==> src/rtu_params.svh <==
// Constants for the RTU link master: codes, addresses, CRC, frame sizes and timing figures
`ifndef RTU_PARAMS_SVH
`define RTU_PARAMS_SVH

`define RTU_CRC_INIT    16'hffff
`define RTU_CRC_POLY    16'ha001
`define RTU_CRC_GOOD    16'h0000
`define RTU_ADDR_BCAST  8'h00
`define RTU_ADDR_MAX    8'hf7
`define RTU_CMD_READ    8'h03
`define RTU_CMD_WRITE   8'h06
`define RTU_EXC_BIT     7
`define RTU_CRC_LSB     7:0
`define RTU_CRC_MSB     15:8
`define RTU_TX_BYTES    6
`define RTU_MIN_FRAME   4
`define RTU_CLK_HZ      250000000
`define RTU_BAUD_DEF    9600
`define RTU_CHAR_BITS   11
`define RTU_RX_MAX      40
`define RTU_GAP15_X10   15
`define RTU_GAP35_X10   35
`define RTU_X10         10

`endif

==> src/rtu_pkg.sv <==
// Types shared by the RTU link master
package rtu_pkg;

  typedef enum logic [1:0] {
    RTU_PAR_NONE,
    RTU_PAR_EVEN,
    RTU_PAR_ODD
  } rtu_par_e;

  // One character: eight data bits and the check bit
  typedef struct packed {
    logic [7:0] data;
    logic       chk;
  } rtu_char_s;

  // Request: address, command code and two data words
  typedef struct packed {
    logic [7:0]  addr;
    logic [7:0]  code;
    logic [15:0] word0;
    logic [15:0] word1;
  } rtu_cmd_s;

  // Summary of one received frame
  typedef struct packed {
    logic [7:0] addr;
    logic [7:0] code;
    logic [7:0] len;
    logic       crc_ok;
    logic       par_err;
    logic       exc;
  } rtu_rsp_s;

endpackage

==> src/rtu_master.sv <==
// RTU link master: frame sender, response framer, parity and CRC checker
`timescale 1ns/1ps
`include "rtu_params.svh"

module rtu_master #(
  parameter int unsigned CLK_HZ    = `RTU_CLK_HZ,
  parameter int unsigned BAUD      = `RTU_BAUD_DEF,
  parameter int unsigned CHAR_BITS = `RTU_CHAR_BITS,
  parameter int unsigned CHAR_CYC  = 32'((64'(CLK_HZ) * 64'(CHAR_BITS)) / 64'(BAUD)),
  parameter int unsigned RX_MAX    = `RTU_RX_MAX,
  parameter int unsigned IW        = $clog2(RX_MAX)
) (
  input  wire logic               clk_i,
  input  wire logic               rst_i,
  input  wire rtu_pkg::rtu_par_e  parity_i,
  input  wire logic               cmd_valid_i,
  input  wire rtu_pkg::rtu_cmd_s  cmd_i,
  output logic                    cmd_ready_o,
  output logic                    cmd_rej_o,
  output logic                    txc_valid_o,
  output rtu_pkg::rtu_char_s      txc_o,
  input  wire logic               txc_ready_i,
  input  wire logic               rxc_valid_i,
  input  wire rtu_pkg::rtu_char_s rxc_i,
  output logic                    rsp_valid_o,
  output rtu_pkg::rtu_rsp_s       rsp_o,
  output logic                    drop_o,
  input  wire logic [IW-1:0]      rd_idx_i,
  output logic [7:0]              rd_byte_o
);

  // ----------------------------------------------------------------
  // Timing
  // ----------------------------------------------------------------
  // thresholds from baud
  localparam int unsigned T15_CYC = (CHAR_CYC * `RTU_GAP15_X10) / `RTU_X10;
  localparam int unsigned T35_CYC = (CHAR_CYC * `RTU_GAP35_X10) / `RTU_X10;
  // Counter restarts at hand-off of a character, one character before it leaves the wire
  localparam int unsigned TXGAP_CYC = T35_CYC + CHAR_CYC;

  // Length count is eight bits and the read index must reach every buffer slot
  if (CHAR_CYC < 2 || RX_MAX < `RTU_MIN_FRAME || RX_MAX > 255 || IW < $clog2(RX_MAX)) begin : g_bad_cfg
    $error("rtu_master: unsupported baud or buffer size");
  end

  // ----------------------------------------------------------------
  // Functions
  // ----------------------------------------------------------------
  // bitwise CRC step
  function automatic logic [15:0] crc_byte(input logic [15:0] c, input logic [7:0] d);
    logic [15:0] r;
    r = c ^ {8'h00, d};
    for (int i = 0; i < 8; i++) begin
      r = r[0] ? ((r >> 1) ^ `RTU_CRC_POLY) : (r >> 1);
    end
    return r;
  endfunction

  function automatic logic par_bit(input rtu_pkg::rtu_par_e m, input logic [7:0] d);
    logic p;
    case (m)
      rtu_pkg::RTU_PAR_EVEN: p = ^d;
      rtu_pkg::RTU_PAR_ODD:  p = ~^d;
      default:               p = 1'b0;
    endcase
    return p;
  endfunction

  // ----------------------------------------------------------------
  // Transmit
  // ----------------------------------------------------------------
  typedef enum logic [2:0] {TX_IDLE, TX_GAP, TX_BYTE, TX_CRCL, TX_CRCH} rtu_tx_e;
  rtu_tx_e                  tx_st_r,    tx_st_nxt;
  logic [47:0]              frm_r,      frm_nxt;
  logic [2:0]               idx_r,      idx_nxt;
  logic [15:0]              crc_r,      crc_nxt;
  logic                     rdy_r,      rdy_nxt;
  logic                     rej_r,      rej_nxt;
  logic                     tv_r,       tv_nxt;
  rtu_pkg::rtu_char_s       tc_r,       tc_nxt;
  logic [31:0]              idle_r,     idle_nxt;
  logic                     tx_take;
  logic [7:0]               byte_sel;
  assign tx_take  = tv_r && txc_ready_i;
  assign byte_sel = frm_r[47:40];
  always_comb begin
    tx_st_nxt = tx_st_r;
    frm_nxt   = frm_r;
    idx_nxt   = idx_r;
    crc_nxt   = crc_r;
    rdy_nxt   = rdy_r;
    rej_nxt   = 1'b0;
    tv_nxt    = tv_r;
    tc_nxt    = tc_r;
    case (tx_st_r)
      TX_IDLE: begin
        if (cmd_valid_i && rdy_r) begin
          if (cmd_i.addr > `RTU_ADDR_MAX) begin
            rej_nxt = 1'b1;
          end else begin
            // address, code, then words high byte first
            frm_nxt   = {cmd_i.addr, cmd_i.code, cmd_i.word0, cmd_i.word1};
            crc_nxt   = `RTU_CRC_INIT;
            idx_nxt   = 3'h0;
            rdy_nxt   = 1'b0;
            tx_st_nxt = TX_GAP;
          end
        end
      end
      TX_GAP: begin
        if (idle_r >= TXGAP_CYC) begin
          tv_nxt    = 1'b1;
          tc_nxt    = '{data: byte_sel, chk: par_bit(parity_i, byte_sel)};
          tx_st_nxt = TX_BYTE;
        end
      end
      TX_BYTE: begin
        if (tx_take) begin
          crc_nxt = crc_byte(crc_r, tc_r.data);
          frm_nxt = {frm_r[39:0], 8'h00};
          if (idx_r == 3'(`RTU_TX_BYTES - 1)) begin
            tc_nxt    = '{data: crc_nxt[`RTU_CRC_LSB], chk: par_bit(parity_i, crc_nxt[`RTU_CRC_LSB])};
            tx_st_nxt = TX_CRCL;
          end else begin
            idx_nxt = idx_r + 3'h1;
            tc_nxt  = '{data: frm_r[39:32], chk: par_bit(parity_i, frm_r[39:32])};
          end
        end
      end
      TX_CRCL: begin
        if (tx_take) begin
          tc_nxt    = '{data: crc_r[`RTU_CRC_MSB], chk: par_bit(parity_i, crc_r[`RTU_CRC_MSB])};
          tx_st_nxt = TX_CRCH;
        end
      end
      TX_CRCH: begin
        if (tx_take) begin
          tv_nxt    = 1'b0;
          rdy_nxt   = 1'b1;
          tx_st_nxt = TX_IDLE;
        end
      end
      default: tx_st_nxt = TX_IDLE;
    endcase
  end

  always_ff @(posedge clk_i or posedge rst_i) begin
    if (rst_i) begin
      tx_st_r <= TX_IDLE;
      frm_r   <= '0;
      idx_r   <= 3'h0;
      crc_r   <= `RTU_CRC_INIT;
      rdy_r   <= 1'b1;
      rej_r   <= 1'b0;
      tv_r    <= 1'b0;
      tc_r    <= '0;
    end else begin
      tx_st_r <= tx_st_nxt;
      frm_r   <= frm_nxt;
      idx_r   <= idx_nxt;
      crc_r   <= crc_nxt;
      rdy_r   <= rdy_nxt;
      rej_r   <= rej_nxt;
      tv_r    <= tv_nxt;
      tc_r    <= tc_nxt;
    end
  end

  assign cmd_ready_o = rdy_r;
  assign cmd_rej_o   = rej_r;
  assign txc_valid_o = tv_r;
  assign txc_o       = tc_r;

  // ----------------------------------------------------------------
  // Receive
  // ----------------------------------------------------------------
  logic [7:0]               len_r,      len_nxt;
  logic [15:0]              rcrc_r,     rcrc_nxt;
  logic                     perr_r,     perr_nxt;
  logic [7:0]               raddr_r,    raddr_nxt;
  logic [7:0]               rcode_r,    rcode_nxt;
  logic                     rv_r,       rv_nxt;
  rtu_pkg::rtu_rsp_s        rsp_r,      rsp_nxt;
  logic                     drop_r,     drop_nxt;
  logic                     bad;
  logic [7:0]               rx_buf [RX_MAX];
  logic [7:0]               rd_r;
  assign bad = (parity_i != rtu_pkg::RTU_PAR_NONE) && (rxc_i.chk != par_bit(parity_i, rxc_i.data));
  always_comb begin
    len_nxt   = len_r;
    rcrc_nxt  = rcrc_r;
    perr_nxt  = perr_r;
    raddr_nxt = raddr_r;
    rcode_nxt = rcode_r;
    rv_nxt    = 1'b0;
    rsp_nxt   = rsp_r;
    drop_nxt  = 1'b0;
    idle_nxt  = (idle_r == 32'hffffffff) ? idle_r : idle_r + 32'h1;
    if (rxc_valid_i || tx_take) begin
      idle_nxt = 32'h0;
    end
    if (rxc_valid_i) begin
      if (len_r == 8'h00 || idle_r > T15_CYC) begin
        // late byte opens a new frame
        drop_nxt  = (len_r != 8'h00);
        raddr_nxt = rxc_i.data;
        len_nxt   = 8'h01;
        rcrc_nxt  = crc_byte(`RTU_CRC_INIT, rxc_i.data);
        perr_nxt  = bad;
      end else begin
        if (len_r == 8'h01) begin
          rcode_nxt = rxc_i.data;
        end
        len_nxt  = (len_r == 8'(RX_MAX)) ? len_r : len_r + 8'h01;
        rcrc_nxt = crc_byte(rcrc_r, rxc_i.data);
        perr_nxt = perr_r | bad;
      end
    end else if (len_r != 8'h00 && idle_r == T35_CYC) begin
      rv_nxt  = 1'b1;
      len_nxt = 8'h00;
      // residue over data and CRC is zero
      rsp_nxt.crc_ok  = (rcrc_r == `RTU_CRC_GOOD) && (len_r >= 8'(`RTU_MIN_FRAME));
      rsp_nxt.addr    = raddr_r;
      rsp_nxt.code    = rcode_r;
      rsp_nxt.len     = len_r;
      rsp_nxt.par_err = perr_r;
      // reply code echoes the request; top bit marks an error frame
      rsp_nxt.exc     = rcode_r[`RTU_EXC_BIT];
    end
  end

  always_ff @(posedge clk_i or posedge rst_i) begin
    if (rst_i) begin
      len_r   <= 8'h00;
      rcrc_r  <= `RTU_CRC_INIT;
      perr_r  <= 1'b0;
      raddr_r <= 8'h00;
      rcode_r <= 8'h00;
      rv_r    <= 1'b0;
      rsp_r   <= '0;
      drop_r  <= 1'b0;
      idle_r  <= 32'hffffffff;
    end else begin
      len_r   <= len_nxt;
      rcrc_r  <= rcrc_nxt;
      perr_r  <= perr_nxt;
      raddr_r <= raddr_nxt;
      rcode_r <= rcode_nxt;
      rv_r    <= rv_nxt;
      rsp_r   <= rsp_nxt;
      drop_r  <= drop_nxt;
      idle_r  <= idle_nxt;
    end
  end

  // Frame bytes kept for the user; slot 0 rewritten when a new frame opens
  always_ff @(posedge clk_i) begin
    if (rxc_valid_i && len_nxt != 8'h00 && len_nxt <= 8'(RX_MAX) && !(len_r == 8'(RX_MAX) && len_nxt == len_r)) begin
      rx_buf[IW'(len_nxt - 8'h01)] <= rxc_i.data;
    end
  end

  always_ff @(posedge clk_i or posedge rst_i) begin
    if (rst_i) begin
      rd_r <= 8'h00;
    end else begin
      rd_r <= (32'(rd_idx_i) < RX_MAX) ? rx_buf[rd_idx_i] : 8'h00;
    end
  end

  assign rsp_valid_o = rv_r;
  assign rsp_o       = rsp_r;
  assign drop_o      = drop_r;
  assign rd_byte_o   = rd_r;
endmodule // rtu_master

==> config.mk <==
export PLATFORM = sky130hd
export DESIGN_NAME = rtu_master
export DESIGN_NICKNAME = d
export VERILOG_FILES = /design/src/rtu_pkg.sv /design/src/rtu_master.sv
export VERILOG_INCLUDE_DIRS = /design/src
export SDC_FILE = /design/constraint.sdc
export NUM_CORES = 1
export LEC_CHECK = 0
export ABC_AREA = 1
export BUFFER_PORTS_ARGS = -buffer_cell sky130_fd_sc_hd__buf_2
export CORE_UTILIZATION = 55
export DETAILED_ROUTE_END_ITERATION = 8
export PLACE_DENSITY = 0.73
export SYNTH_ARGS = -nofsm -noshare
export SYNTH_HDL_FRONTEND = slang
export SYNTH_SLANG_ARGS = --single-unit
export TNS_END_PERCENT = 5
==> constraint.sdc <==
create_clock -name clk_i -period 6.5 [get_ports clk_i]
set_clock_uncertainty 0.15 [all_clocks]
set_input_delay 0 -clock clk_i [delete_from_list [all_inputs] [get_ports clk_i]]
set_output_delay 0 -clock clk_i [all_outputs]
set_load 0.01 [all_outputs]
==> reports/summary.md <==
The relative contribution of the clock network to total power was 0.280. The number of setup violations in the final report came out at 0. The tools report the number of global-route vias before repair as 17,210. Excluding fillers, the count of instances in the completed layout stands at 3,004.

The logs give 2,336 for the number of nets in the synthesized netlist and 0 for the number of buffers inserted by post-CTS setup repair. After detailed routing, the met2 layer carries 29,700 um of wire. The share of the core filled with cells in the final layout came out at 0.649. Clock-pin slew on the worst setup and hold paths: 70 ps.

Cell with the biggest individual delay on the critical path: nor2_1. In this run, CTS created clock tree buffers numbering 51. The startpoint identified for the worst register-to-register timing path is len_r[0]. The path class of the tightest hold or removal check is primary input to async pin. In the routed layout, each cell is associated on average with a via count of 5.97. The fraction of power spent switching nets is 0.359. Traced cell by cell, the critical path runs through inv_1, ha_1, nand3_1, nor2_4, nor2_8, nand3_4, nor2_4, nand2_2, nand2_2, inv_2, ha_1, inv_1, nand3_1, nor2_1, nand4_2, nor2_1. For this run the aggregate overflow at the end of global routing stands at 0. The final reports fail on negative hold slack. For the finished layout, the period the worst path requires is 4200 ps. The largest vdd supply drop was 0.401 mV; the number of H-tree branching levels was 2. The kind of cell with the highest combined delay along the critical path is simple AND/OR/NAND/NOR gates. Total placed cells including tap cells: 2,824. The transition time of the tightest slew-check pin came out at 1050 ps.

The design area was 0.0268 mm2; the horizontal die dimension was 208 um. The headroom to the max-slew limit is 0.301. After synthesis, the netlist uses 61 different library cells. Nature of the critical path endpoint: a flop. The share of synthesized registers carrying an async set or reset was 0.374; the endpoint required time on the critical path was 6600 ps. Topmost layer with routed signal wires: met4. Synthesis produced a netlist whose cell count is 2,256. Hold violation total from the final report: 23. The startpoint-to-endpoint class of the critical path was flop to flop. The run gives 10.3 nW as the reported leakage power. The switching power summed over all nets is 3.85 mW.

For this run, the leading register cell type out of synthesis is edfxtp_1. The tools report the worst hold margin as -30.3 ps. From bottom edge to top edge, the die measures 208 um.

The first detailed-routing pass ran for 8 iterations. Per-cell routed wire length: 20.9 um. The number of buffer cells added on primary ports is 118, and the initial detailed-routing violation count is 2,037.

The internal power of the cells totals 6.86 mW. The run gives 0.0243 mm2 as the post-placement cell area. 119 I/O pins were placed. The combinational share of power was 0.317; the wire length of the first global-routing pass was 97,100 um. Type of element launching the critical path: a flop. The floorplan step defined a die boundary enclosing 0.0431 mm2.

In this run, post-CTS hold repair placed 84 buffers. The detailed placement HPWL is 38,100 um, and the number of synthesized flops with an enable pin is 320. No sink is reached through more buffers than the 3 on the longest clock path.

Setup repair after global routing left no endpoint under its margin. The tools report the number of standard-cell rows in the floorplan as 74. The tools report the total power after layout as 10.7 mW.

The sequential cell fraction of total power is 0.403, and the fraction of final layout cells with drive strength greater than 1 is 0.147. The tools report the number of sinks handled by clock tree synthesis as 511. Buffers plus inverters on the worst setup path: 3. Across all setup checks in the final design, the least slack found is 2300 ps.

In the routed design, unresolved DRC markers number 0. The detailed router put a total of 25,800 um of wire on met1. The initial antenna violation count is 1, and the layout overhead on the synthesized area is 15.3%. The largest net degree at the start of global routing is 126. The core area was 0.0413 mm2; the flop and latch count out of synthesis was 511. Wire segments on met3 add up to 4780 um in the final route. The share of the cycle needed by the critical path after routing is 0.645, and the number of violations of the max-capacitance limit is 0. The delay contributed by the slowest stage of the critical path is 660 ps, and the total wire length after detailed routing is 62,800 um. The all-layer global routing usage was 0.291; the arrival time at the worst endpoint was 4290 ps. TritonCTS built the clock tree.

The most critical setup path has its startpoint at len_r[0]. In this run the worst path has a maximum fanout of 14. Yosys printed 0 warnings. The tools report the net count of the finished layout as 2,509. The number of resized instances in the post-cts repair step came out at 0.

Setup TNS: 0 ps. The count of nets left with antenna violations once routing finished came out at 0. The max-slew violation total from the final report was 0. For this design the ratio of total power to cell area is 400 mW/mm2.

The initial core utilization came out at 0.563. The routed layout has 17,936 vias. Averaged over all synthesized cells, the footprint is 10.3 um2. The synthesized netlist occupies a cell area of 0.0233 mm2. Final weighted congestion in routability-driven placement: 0.900. The clock reaches the later pin of the worst-skew pair after 610 ps. Clock root buffer master: clkbuf_16.

The pre-CTS worst setup slack is 2360 ps. The part of the Yosys area used for sequential elements is 0.622, and the achievable frequency is 238 MHz. The flow ran to the end, but the final reports show violations.
## placed cells by master (no fill, tap or decap), types with 10 or more instances in the layout
master / instances
edfxtp_1: 320
o221ai_1: 31
ha_1: 10
xor2_1: 31
clkinv_1: 10
nand3_1: 59
xnor2_1: 39
nand2_1: 304
dfrtp_1: 126
o21ai_0: 293
nand4_1: 15
clkinv_2: 12
o22ai_1: 76
buf_4: 19
dlygate4sd3_1: 84
dfstp_2: 65
a31oi_1: 13
clkbuf_16: 51
a21oi_1: 45
inv_2: 16
buf_2: 117
nand4_2: 10
inv_1: 173
nor2_1: 339
o211ai_1: 47
clkbuf_1: 10
nor3_1: 29
nor2_2: 10
## kinds of logic (layout without fill, tap and decap cells)
kind of cell	count (synthesis)	after routing	synth area share
and+or+nand+nor	823	823	0.159
AOI/OAI and AO/OA	545	545	0.138
DFF	511	511	0.622
buffers and inverters	296	511	0.0488
xor gates and xnor gates	70	70	0.0264
adders and majority gates	10	10	0.00538
muxes	1	1	0.000484
other	0	1	0
## final timing paths
path                       slack [ps]  depth (start not counted)             to
hold / removal                    -30                          3     rcode_r[5]
hold reg to reg                   330                          2      rsp_o[26]
min in group clk_i                 70                          4      frm_r[34]
setup reg to reg                 2300                         16  rx_buf[22][1]
setup / recovery                 2300                         16  rx_buf[22][1]
max in group asynchronous        4750                          4      cmd_rej_o
## sequential cells by signal, indices dropped and copies added, names as in the netlist
signal,cells
frm_r,48
perr_r,1
rx_buf,320
txc_o,9
rsp_o,26
cmd_rej_o,1
len_r,8
idle_r,32
rcode_r,8
cmd_ready_o,1
drop_o,1
idx_r,3
rsp_valid_o,1
crc_r,16
rcrc_r,16
rd_byte_o,8
txc_valid_o,1
tx_st_r,3
raddr_r,8
## tightest hold or removal path, delay by kind of cell
kind	cells	cell delay (ps)
buffers and inverters	3	1270
## power groups by stage
| stage | Clock, mW | Sequential, mW | Combinational, mW |
|---|---|---|---|
| floorplan | 0 | 4.30 | 2.42 |
| global placement | 0 | 4.35 | 3.14 |
| detailed placement | 0 | 4.36 | 3.20 |
| CTS | 3.02 | 4.30 | 3.29 |
| global route | 3.14 | 4.36 | 3.75 |
| finish | 3.00 | 4.32 | 3.39 |
## cells in the mapped netlist (10+ instances only)
master,instances,area share
a21oi_1,45,0.0097
a31oi_1,13,0.0035
buf_2,11,0.0024
clkbuf_1,84,0.014
dfrtp_1,126,0.14
dfstp_2,65,0.073
edfxtp_1,320,0.41
ha_1,10,0.0054
inv_1,175,0.028
inv_2,15,0.0024
nand2_1,304,0.049
nand3_1,59,0.013
nand4_1,15,0.0040
nand4_2,10,0.0054
nor2_1,340,0.055
nor2_2,10,0.0027
nor3_1,29,0.0062
o211ai_1,47,0.015
o21ai_0,293,0.063
o221ai_1,31,0.012
o22ai_1,76,0.020
xnor2_1,39,0.015
xor2_1,31,0.012
## layer usage
layer  GRT usage  vias to the layer above
met5           0                        -
li1            -                     8201
met4       0.129                        0
met3      0.0466                      167
met1       0.389                     8647
met2       0.473                      921
## cell type report
type	instances	area (um2)
Antenna cell	1	2.50
Clock buffer	66	1380
Clock inverter	29	300
Fill cell	3083	14500
Inverter	196	746
Multi-Input combinational cell	1449	7660
Sequential cell	511	14500
Tap cell	532	666
Timing Repair Buffer	220	1570
(Power assumes the default switching activity.)
